[src/verilog/cbs_consts.svh]
// constants of the cell balance sequencer
`ifndef CBS_CONSTS_SVH
`define CBS_CONSTS_SVH

// ****************************************
// register offsets
// ****************************************
`define CBS_A_SETUP    6'h01
`define CBS_A_PATTERN  6'h02
`define CBS_A_WDBT     6'h03
`define CBS_A_DEVSET   6'h04
`define CBS_A_ACTIVE   6'h05
`define CBS_A_VAL_LO   6'h20
`define CBS_A_VAL_HI   6'h37

// ****************************************
// field positions and codes
// ****************************************
`define CBS_F_MODE     0
`define CBS_F_PTR      2
`define CBS_F_WAIT     6
`define CBS_F_RUN      10
`define CBS_F_BTM      7
`define CBS_F_EOB      0
`define CBS_F_WATCHDOG_TIMEOUT_FLAG     1
`define CBS_MODE_MAN   2'h1
`define CBS_MODE_TIMED 2'h2
`define CBS_MODE_AUTO  2'h3
`define CBS_FIRST_LOC  4'h1
`define CBS_LAST_LOC   4'hc
`define CBS_RESET_ALL  '0

// ****************************************
// timing
// ****************************************
`define CBS_UNIT_S     20
`define CBS_CLK_HZ     25000000
`define CBS_TICK_CYC   (`CBS_UNIT_S * `CBS_CLK_HZ)

`endif

[src/verilog/cbs_pkg.sv]
// types of the cell balance sequencer
package cbs_pkg;

  typedef enum logic [1:0] {
    PH_IDLE,
    PH_ON,
    PH_SCAN,
    PH_WAIT
  } cbs_phase_e;

  typedef struct packed {
    cbs_phase_e        phase;
    logic [1:0]        mode;
    logic [3:0]        ptr;
    logic [3:0]        wt;
    logic              run;
    logic [6:0]        btm;
    logic [6:0]        wdt;
    logic              end_of_balance_flag;
    logic              watchdog_timeout_flag;
    logic              sleep;
    logic [12:0][11:0] pat;
    logic [6:0]        cnt;
    logic [3:0]        apt;
    logic [11:0]       mask;
    logic [11:0]       cb;
    logic              scan_req;
    logic [13:0]       rdata;
  } cbs_main_s;

  typedef struct packed {
    logic [31:0] cnt;
  } cbs_tick_s;

  typedef struct packed {
    logic [11:0][27:0] val;
  } cbs_val_s;

endpackage : cbs_pkg

[src/verilog/cbs_tick.sv]
// slow tick, one pulse per on-time unit
`include "cbs_consts.svh"
module cbs_tick #(
  parameter int unsigned TICK_CYC = `CBS_TICK_CYC
) (
  input  wire logic clk_i,
  input  wire logic rst_i,
  input  wire logic ce_i,
  input  wire logic en_i,
  input  wire logic clr_i,
  output logic      tick_o
);
  cbs_pkg::cbs_tick_s s;
  cbs_pkg::cbs_tick_s n;

  assign tick_o = en_i && (s.cnt == 32'(TICK_CYC - 1));

  always_comb begin
    n = s;
    if (clr_i || !en_i || tick_o) begin
      n.cnt = 32'h0;
    end else begin
      n.cnt = s.cnt + 32'h1;
    end
  end

  always_ff @(posedge clk_i) begin
    if (rst_i) begin
      s <= `CBS_RESET_ALL;
    end else if (ce_i) begin
      s <= n;
    end
  end
endmodule : cbs_tick

[src/verilog/cbs_values.sv]
// remaining charge values, one per cell
`include "cbs_consts.svh"
module cbs_values (
  input  wire logic        clk_i,
  input  wire logic        rst_i,
  input  wire logic        ce_i,
  input  wire logic        wr_i,
  input  wire logic [5:0]  addr_i,
  input  wire logic [13:0] wdata_i,
  input  wire logic        meas_valid_i,
  input  wire logic [3:0]  meas_cell_i,
  input  wire logic [13:0] meas_data_i,
  input  wire logic [11:0] sub_mask_i,
  output logic [13:0]      rdata_o,
  output logic [11:0]      nz_o
);
  cbs_pkg::cbs_val_s s;
  cbs_pkg::cbs_val_s n;
  logic [5:0]        off;
  logic              hit;
  logic [11:0][27:0] less;

  assign off = addr_i - `CBS_A_VAL_LO;
  assign hit = (addr_i >= `CBS_A_VAL_LO) && (addr_i <= `CBS_A_VAL_HI);
  assign rdata_o = !hit ? 14'h0 :
                   off[0] ? s.val[off[4:1]][27:14] :
                   s.val[off[4:1]][13:0];

  // ****************************************
  // per cell: saturating decrement
  // ****************************************
  genvar gi;
  generate
    for (gi = 0; gi < 12; gi++) begin : g_cell
      assign nz_o[gi] = (s.val[gi] != 28'h0);
      assign less[gi] =
        (s.val[gi] > {14'h0, meas_data_i}) ?
        s.val[gi] - {14'h0, meas_data_i} : 28'h0;
    end
  endgenerate

  always_comb begin
    n = s;
    if (meas_valid_i && (meas_cell_i < 4'hc)) begin
      if (sub_mask_i[meas_cell_i]) begin
        n.val[meas_cell_i] = less[meas_cell_i];
      end
    end
    if (wr_i && hit) begin
      if (off[0]) begin
        n.val[off[4:1]][27:14] = wdata_i;
      end else begin
        n.val[off[4:1]][13:0] = wdata_i;
      end
    end
  end

  always_ff @(posedge clk_i) begin
    if (rst_i) begin
      s <= `CBS_RESET_ALL;
    end else if (ce_i) begin
      s <= n;
    end
  end
endmodule : cbs_values

[src/verilog/cbs_seq.sv]
// cell balance sequencer: timed and automatic balancing
`include "cbs_consts.svh"

module cbs_seq #(
  parameter int unsigned TICK_CYC = `CBS_TICK_CYC
) (
  input  wire logic        MCLK_I,
  input  wire logic        RST_I,
  input  wire logic        CE_I,
  input  wire logic        WR_I,
  input  wire logic        RD_I,
  input  wire logic [5:0]  ADDR_I,
  input  wire logic [13:0] WDATA_I,
  input  wire logic        CMD_EN_I,
  input  wire logic        CMD_INH_I,
  input  wire logic        CMD_SLEEP_I,
  input  wire logic        CMD_WAKE_I,
  input  wire logic        WDT_EXP_I,
  input  wire logic        SCAN_DONE_I,
  input  wire logic        MEAS_VALID_I,
  input  wire logic [3:0]  MEAS_CELL_I,
  input  wire logic [13:0] MEAS_DATA_I,
  output logic [11:0]      CB_O,
  output logic             SCAN_REQ_O,
  output logic             SLEEP_O,
  output logic [13:0]      RDATA_O
);

  // ****************************************
  // state and helpers
  // ****************************************
  cbs_pkg::cbs_main_s s;
  cbs_pkg::cbs_main_s n;
  logic               tick;
  logic               tick_en;
  logic               tick_clr;
  logic [13:0]        val_rdata;
  logic [11:0]        nz;
  logic [11:0]        sub_mask;
  logic               start;
  logic [6:0]         cnt_inc;
  logic [3:0]         apt_inc;
  logic               timed;
  logic               auto_m;

  assign timed   = (s.mode == `CBS_MODE_TIMED);
  assign auto_m  = (s.mode == `CBS_MODE_AUTO);
  assign cnt_inc = s.cnt + 7'h01;
  assign apt_inc = s.apt + 4'h1;

  // timed keeps counting asleep, auto freezes
  assign tick_en = s.run &&
                   ((s.phase == cbs_pkg::PH_ON) ||
                    (s.phase == cbs_pkg::PH_WAIT)) &&
                   (timed || !s.sleep);

  // only cells driven in the last interval take measurements
  assign sub_mask = (s.phase == cbs_pkg::PH_SCAN) ?
                    s.mask : 12'h0;

  assign CB_O       = s.cb;
  assign SCAN_REQ_O = s.scan_req;
  assign SLEEP_O    = s.sleep;
  assign RDATA_O    = s.rdata;

  // ****************************************
  // sub blocks
  // ****************************************
  cbs_tick #(
    .TICK_CYC (TICK_CYC)
  ) u_tick (
    .clk_i  (MCLK_I),
    .rst_i  (RST_I),
    .ce_i   (CE_I),
    .en_i   (tick_en),
    .clr_i  (tick_clr),
    .tick_o (tick)
  );

  cbs_values u_values (
    .clk_i        (MCLK_I),
    .rst_i        (RST_I),
    .ce_i         (CE_I),
    .wr_i         (WR_I),
    .addr_i       (ADDR_I),
    .wdata_i      (WDATA_I),
    .meas_valid_i (MEAS_VALID_I),
    .meas_cell_i  (MEAS_CELL_I),
    .meas_data_i  (MEAS_DATA_I),
    .sub_mask_i   (sub_mask),
    .rdata_o      (val_rdata),
    .nz_o         (nz)
  );

  // ****************************************
  // next state
  // ****************************************
  always_comb begin
    n          = s;
    start      = 1'b0;
    tick_clr   = 1'b0;
    n.scan_req = 1'b0;

    // register writes
    if (WR_I) begin
      case (ADDR_I)
        `CBS_A_SETUP: begin
          n.mode = WDATA_I[`CBS_F_MODE +: 2];
          n.ptr  = WDATA_I[`CBS_F_PTR +: 4];
          n.wt   = WDATA_I[`CBS_F_WAIT +: 4];
          n.run  = WDATA_I[`CBS_F_RUN];
          start  = WDATA_I[`CBS_F_RUN] && !s.run;
        end
        `CBS_A_PATTERN: begin
          if (s.ptr <= `CBS_LAST_LOC) begin
            n.pat[s.ptr] = WDATA_I[11:0];
          end
        end
        `CBS_A_WDBT: begin
          n.btm = WDATA_I[`CBS_F_BTM +: 7];
          n.wdt = WDATA_I[6:0];
        end
        `CBS_A_DEVSET: begin
          // writing zero clears a flag
          n.end_of_balance_flag  = s.end_of_balance_flag && WDATA_I[`CBS_F_EOB];
          n.watchdog_timeout_flag = s.watchdog_timeout_flag && WDATA_I[`CBS_F_WATCHDOG_TIMEOUT_FLAG];
        end
        default: begin
        end
      endcase
    end

    // register reads, answer one cycle later
    if (RD_I) begin
      case (ADDR_I)
        `CBS_A_SETUP: begin
          n.rdata = {3'h0, s.run, s.wt, s.ptr, s.mode};
        end
        `CBS_A_PATTERN: begin
          n.rdata = (s.ptr <= `CBS_LAST_LOC) ?
                    {2'h0, s.pat[s.ptr]} : 14'h0;
        end
        `CBS_A_WDBT: begin
          n.rdata = {s.btm, s.wdt};
        end
        `CBS_A_DEVSET: begin
          n.rdata = {12'h0, s.watchdog_timeout_flag, s.end_of_balance_flag};
        end
        `CBS_A_ACTIVE: begin
          n.rdata = {2'h0, s.cb};
        end
        default: begin
          n.rdata = val_rdata;
        end
      endcase
    end

    // commands, inhibit wins over enable
    if (CMD_EN_I) begin
      n.run = 1'b1;
      start = 1'b1;
    end
    if (CMD_INH_I) begin
      n.run = 1'b0;
      start = 1'b0;
    end

    // sleep, wake and watchdog
    if (CMD_WAKE_I) begin
      n.sleep = 1'b0;
    end
    if (CMD_SLEEP_I) begin
      n.sleep = 1'b1;
    end
    if (WDT_EXP_I && (s.wdt != 7'h0)) begin
      n.sleep = 1'b1;
      n.watchdog_timeout_flag  = 1'b1;
    end

    // ****************************************
    // sequencing
    // ****************************************
    if (!n.run) begin
      n.phase  = cbs_pkg::PH_IDLE;
      n.cnt    = 7'h0;
      tick_clr = 1'b1;
    end else if (start) begin
      n.phase  = cbs_pkg::PH_ON;
      n.cnt    = 7'h0;
      n.apt    = `CBS_FIRST_LOC;
      tick_clr = 1'b1;
    end else begin
      case (s.phase)
        cbs_pkg::PH_ON: begin
          if (tick) begin
            n.cnt = cnt_inc;
          end
          if (timed) begin
            if ((s.btm != 7'h0) && tick && (cnt_inc == s.btm)) begin
              n.end_of_balance_flag   = 1'b1;
              n.run   = 1'b0;
              n.phase = cbs_pkg::PH_IDLE;
              n.cnt   = 7'h0;
            end
          end else if (auto_m && !s.sleep) begin
            if ((s.btm == 7'h0) ||
                (tick && (cnt_inc == s.btm))) begin
              n.phase    = cbs_pkg::PH_SCAN;
              n.scan_req = 1'b1;
              n.mask     = s.pat[s.apt] & nz;
              n.cnt      = 7'h0;
              tick_clr   = 1'b1;
            end
          end
        end
        cbs_pkg::PH_SCAN: begin
          if (SCAN_DONE_I) begin
            n.phase  = cbs_pkg::PH_WAIT;
            n.cnt    = 7'h0;
            tick_clr = 1'b1;
          end
        end
        cbs_pkg::PH_WAIT: begin
          if (tick) begin
            n.cnt = cnt_inc;
          end
          if ((s.wt == 4'h0) ||
              (tick && (cnt_inc == {3'h0, s.wt}))) begin
            n.phase  = cbs_pkg::PH_ON;
            n.cnt    = 7'h0;
            tick_clr = 1'b1;
            if ((s.apt >= `CBS_LAST_LOC) ||
                (s.pat[apt_inc] == 12'h0)) begin
              n.apt = `CBS_FIRST_LOC;
            end else begin
              n.apt = apt_inc;
            end
          end
        end
        default: begin
          n.phase = cbs_pkg::PH_IDLE;
        end
      endcase

      // all values spent ends automatic balancing
      if (auto_m && (nz == 12'h0) &&
          (s.phase != cbs_pkg::PH_SCAN)) begin
        n.end_of_balance_flag    = 1'b1;
        n.run    = 1'b0;
        n.phase  = cbs_pkg::PH_IDLE;
        n.cnt    = 7'h0;
        tick_clr = 1'b1;
      end
    end

    // ****************************************
    // switch drive
    // ****************************************
    if (n.sleep || !n.run) begin
      n.cb = 12'h0;
    end else begin
      case (n.mode)
        `CBS_MODE_MAN: begin
          n.cb = n.pat[0];
        end
        `CBS_MODE_TIMED: begin
          n.cb = (n.phase == cbs_pkg::PH_ON) ?
                 n.pat[0] : 12'h0;
        end
        `CBS_MODE_AUTO: begin
          n.cb = (n.phase == cbs_pkg::PH_ON) ?
                 n.pat[n.apt] & nz : 12'h0;
        end
        default: begin
          n.cb = 12'h0;
        end
      endcase
    end
  end

  // ****************************************
  // state register
  // ****************************************
  always_ff @(posedge MCLK_I) begin
    if (RST_I) begin
      s <= `CBS_RESET_ALL;
    end else if (CE_I) begin
      s <= n;
    end
  end

endmodule : cbs_seq

[config.mk]
export PLATFORM = sky130hd
export DESIGN_NAME = cbs_seq
export DESIGN_NICKNAME = d
export VERILOG_FILES = /design/src/verilog/cbs_pkg.sv /design/src/verilog/cbs_tick.sv /design/src/verilog/cbs_values.sv /design/src/verilog/cbs_seq.sv
export VERILOG_INCLUDE_DIRS = /design/src /design/src/verilog
export SDC_FILE = /design/constraint.sdc
export NUM_CORES = 2
export LEC_CHECK = 0
export BUFFER_PORTS_ARGS = -buffer_cell sky130_fd_sc_hd__buf_2
export CAP_MARGIN = 40
export CORE_UTILIZATION = 57
export CTS_CLUSTER_SIZE = 8
export DETAILED_ROUTE_END_ITERATION = 10
export GPL_ROUTABILITY_DRIVEN = 0
export GPL_TIMING_DRIVEN = 0
export PLACE_DENSITY = 0.73
export SKIP_CTS_REPAIR_TIMING = 1
export SYNTH_ARGS = -nofsm -noshare
export SYNTH_HDL_FRONTEND = slang
export SYNTH_SLANG_ARGS = --single-unit
[constraint.sdc]
create_clock -name MCLK_I -period 5.4 [get_ports MCLK_I]
set_input_delay 0.27 -clock MCLK_I [delete_from_list [all_inputs] [get_ports MCLK_I]]
set_output_delay 0.27 -clock MCLK_I [all_outputs]
set_load 0.1 [all_outputs]
==> impl_metrics.tcl, run 1 <==
set metrics [dict create \
    run_status "did not finish" \
    failed_stage "global routing" \
    first-error "[ERROR GRT-0116] Global routing finished with congestion. Check the congestion regions in the DRC Viewer." \
    yosysTopAreaCell "dfxtp_1" \
    rows 105 \
    ios 78 \
    first_global_vias 54772 \
    placement.cell_area_mm2 0.05009 \
    dp_worst_setup_slack_ns -0.3865 \
    clk_root_buffer_cell "clkbuf_16" \
    clock_sink_count 604 \
    syn_inst 5972 \
    die-height_um 290.1 \
    syn-num-nets 6205 \
    grt_util_overall 0.5970 \
    synth.cells.most_frequent "892 x a21oi_1, 625 x nand2_1, 604 x dfxtp_1" \
    synth_area_leaders "dfxtp_1 26%, a21oi_1 9.4%, mux4_2 8.0%, nand2_1 5.0%, o221a_2 4.5%" \
    synth_top_flop_cell "dfxtp_1" \
    synthArstFlopShare 0 \
    syn-cell-area_mm2 0.04731 \
    number_of_synthesized_flops_with_an_enable_pin 0 \
    chipWidth_um 290.1 \
    grt_first_pass_wirelength_mm 374.2 \
    synth-seq-area-share 0.2556 \
    globalRoute.totalOverflow 18 \
    initial_core_util 0.5761 \
    synth_top_area_frac 0.2556 \
    synthMostInstantiatedCell "a21oi_1" \
    largest_net_degree_at_the_start_of_global_routing 25 \
    cts_buffers 86 \
    portBuffers 70 \
    cts_buffer_depth 3 \
    synthesis.yosys.warnings 0 \
    cell_variety_after_synth 113 \
    htree_num_levels 3 \
    dp_hpwl_mm 186.6 \
    yosys_register_bits 604 \
    avg_cell_area_syn_um2 7.921 \
]
[cell families after synthesis]
logic type / share of synthesized area
buffers and inverters: 0.04962
and+or+nand+nor: 0.2029
muxes: 0.09847
DFF: 0.2556
AOI/OAI and AO/OA: 0.2820
adders and majority gates: 0.05031
xor gates and xnor gates: 0.06102
[metal layers]
metal / overflow / track usage
met5: 0 / 0.1809
met2: 4 / 0.7684
met1: 1 / 0.6318
met3: 4 / 0.4108
met4: 9 / 0.5353
[through the flow]
| step | std cells | utilization |
|---|---|---|
| floorplan | 5972 | - |
| global placement | 7112 | 0.5967 |
| detailed placement | 7207 | 0.6100 |
| CTS | 7307 | 0.6393 |
==> run 2, diff against run 1 <==
CORE_UTILIZATION = 40   (was 57)
CTS_CLUSTER_SIZE = unset   (was 8)
PLACE_DENSITY = unset   (was 0.73)
PLACE_DENSITY_LB_ADDON = 0.15   (was unset)
==> run 2 against run 1 <==
The flow now finishes, with violations (design-rule violations, negative hold slack, negative setup slack). Synthesized cell count is the same. Synthesized area is the same.
==> impl_metrics.tcl, run 2 <==
set metrics [dict create \
    route.antenna.remaining_nets 0 \
    power_leakage_nw 20.30 \
    hold-path-cell-count 4 \
    yosysTopAreaCell "dfxtp_1" \
    layout_top_registers "u_values.s (336), s (208), u_tick.s (32)" \
    clk_root_buffer_cell "clkbuf_16" \
    critPathArrivalTime_ns 6.08 \
    grt_first_pass_wirelength_mm 378.8 \
    final_net_count 6507 \
    min-delay-path-class "in -> reg" \
    drt_iter0_drc 9820 \
    initial_core_util 0.4054 \
    rr_worst_depth 17 \
    most-common-layout-cells "890 x a21oi_1, 624 x nand2_1, 603 x dfxtp_1, 520 x nor2_1, 355 x clkbuf_1" \
    design.die.area_mm2 0.1196 \
    largest_net_degree_at_the_start_of_global_routing 25 \
    grt_antenna_before_repair 20 \
    cts_buffers 75 \
    chipWidth_um 345.9 \
    violations "design-rule violations, negative hold slack, negative setup slack" \
    cell_variety_after_synth 113 \
    timing.final.ws_setup_ns -0.05513 \
    synth_top_flop_cell "dfxtp_1" \
    r2r_start "s[39]" \
    drt-wirelength-per-cell_um 34.34 \
    fin_crit_sh 1.010 \
    grtUsageMet3 0.2030 \
    syn-num-nets 6205 \
    clk-insertion-delay-late_ns 0.69 \
    report.final.hold_viol_count 1 \
    dp_worst_setup_slack_ns -0.4450 \
    dp_hpwl_mm 207.8 \
    ir_drop_uv 230.2 \
    syn-cell-area_mm2 0.04731 \
    syn_inst 5972 \
    globalRouteMet2Util 0.5975 \
    grt_util_overall 0.4356 \
    number_of_max_capacitance_violations_reported 0 \
    cts_buffer_depth 3 \
    drtPass1Iterations 11 \
    synth-seq-area-share 0.2556 \
    synth_top_area_frac 0.2556 \
    drc_violation_count_after_routing 2 \
    required_ns 6.02 \
    reg2reg_to "CB_O[5]" \
    power_density_mw_per_mm2 218.4 \
    groute.layer.met1.usage 0.5178 \
    critical_path_class "reg -> reg" \
    fillCellCount 11684 \
    number_of_synthesized_flops_with_an_enable_pin 0 \
    first_global_vias 50354 \
    htree_num_levels 3 \
    largest_register_ffs 336 \
    fin_worst_hold_slack_ns -0.006969 \
    yosys_register_bits 604 \
    area_occupied_by_multi_input_gates_mm2 0.03302 \
    max_slew.worst_pin.slew_ns 1.087 \
    mostFrequentLayoutCell "a21oi_1" \
    report.power.total_mw 11.83 \
    timing.final.crit_period_ns 5.455 \
    clock-skew-final_ns 0.02992 \
    final-seq-area_mm2 0.01209 \
    avg_cell_area_syn_um2 7.921 \
    setup_viol 4 \
    die-height_um 345.9 \
    run_status "finished, violations left" \
    floorplan.core_area_mm2 0.1167 \
    timing.critical_path.fanout_max 10 \
    top_usage_layer_grt "met2" \
    rsz_0062_raised_after_global_routing "false" \
    share_of_final_layout_standard_cells_stronger_than_drive_strength_1 0.1398 \
    synth.cells.most_frequent "892 x a21oi_1, 625 x nand2_1, 604 x dfxtp_1" \
    hold_path_origin "CMD_WAKE_I" \
    cts.clk_slew.worst_paths_ns 0.07 \
    area_delta_synth_final_pct 14.55 \
    tritoncts "yes" \
    vias 55883 \
    globalRoute.totalOverflow 0 \
    setup.worst_path.end_class "register" \
    timing.slew.headroom 0.2679 \
    rows 125 \
    timing_max_transition_violations_final 0 \
    portBuffers 70 \
    max_clock_freq_mhz 183.3 \
    reg2reg_setup_slack_ns -0.06 \
    ios 78 \
    synthArstFlopShare 0 \
    max_flop_register "u_values.s" \
    routed_wl_mm 270.0 \
    worstSetupStartpointType "register" \
    synthesis.yosys.warnings 0 \
    vias_per_cell 7.107 \
    clock_sink_count 604 \
    synthMostInstantiatedCell "a21oi_1" \
    worstHoldEndpoint "SLEEP_O" \
    synth_area_leaders "dfxtp_1 26%, a21oi_1 9.4%, mux4_2 8.0%, nand2_1 5.0%, o221a_2 4.5%" \
]
[run 2: cell counts after synthesis]
No cell type changed its count.
[run 2: worst max-delay path by stage]
| stage | endpoint | start | cells past startpoint | slack (ns) |
|---|---|---|---|---|
| final | CB_O[5] | s[39] | 17 | -0.06 |
| after global routing | u_values.s[266] | u_values.s[112] | 18 | 0.004 |
| after CTS | CB_O[11] | s[39] | 16 | -0.44 |
| after detailed placement | CB_O[11] | s[39] | 16 | -0.44 |
| after global placement | u_values.s[156] | MEAS_DATA_I[1] | 15 | -1.70 |
| after floorplan | u_values.s[222] | MEAS_DATA_I[1] | 14 | 1.0 |
[run 2: critical path, cell delays in order, from the launching register on]
cell and delay (ns):
dfxtp_2 0.57, ha_2 0.51, clkbuf_1 0.21, buf_6 0.18, nand4b_1 0.16, a21oi_1 0.09, o21ai_1 0.26, buf_4 0.23
a21oi_1 0.19, nor3_4 0.49, clkbuf_1 0.49, a22oi_1 0.25, nand2_1 0.36, clkbuf_8 0.27, a21oi_1 0.07, a311oi_2 0.57
o21ai_1 0.29, o21ai_1 0.18
[run 2: cell families after synthesis]
family,count (synthesis),synth area share
AND/OR/NAND/NOR,1999,0.2029
multiplexers,254,0.09847
adder cells (fa/ha/maj),183,0.05031
AO/OA/AOI/OAI,2035,0.2820
flip-flops,604,0.2556
XOR/XNOR,328,0.06102
buffers and inverters,569,0.04962
[run 2: final cells by class]
type	instances	share of cell area
Tap cell	1524	0.03519
Clock inverter	29	0.008335
Sequential cell	604	0.2232
Antenna cell	8	0.0003694
Timing Repair Buffer	227	0.04115
Buffer	453	0.03542
Multi-Input combinational cell	4799	0.6093
Clock buffer	105	0.03914
Inverter	114	0.007897
[run 2: through the flow]
step           cells  area (µm²)    util  hold WS [ns]  TNS (ns)
3_5_place_dp    7699       51270  0.4395        0.4555    -20.96
2_1_floorplan   5972       47310       -        0.4060         0
5_1_grt         7855       54170  0.4643       0.02606         0
3_3_place_gp    7566       49560  0.4248        0.4646   -145.86
4_1_cts         7833       53850  0.4615      -0.06417    -4.155
6_report        7863       54190  0.4644     -0.006969   -0.1264
[run 2: where the power goes]
part,internal (mW),switching [mW]
registers,4.47,0.0266
clock network,3.16,2.25
logic,0.556,1.37
total,8.19,3.65
[run 2: per-layer routing]
metal / routed length [µm] / vias up
met5: 222 / -
met4: 28420 / 22
met3: 42350 / 1518
met2: 103700 / 5007
met1: 95310 / 26184
li1: - / 23152
No activity file was read; power rests on OpenSTA's default activity.
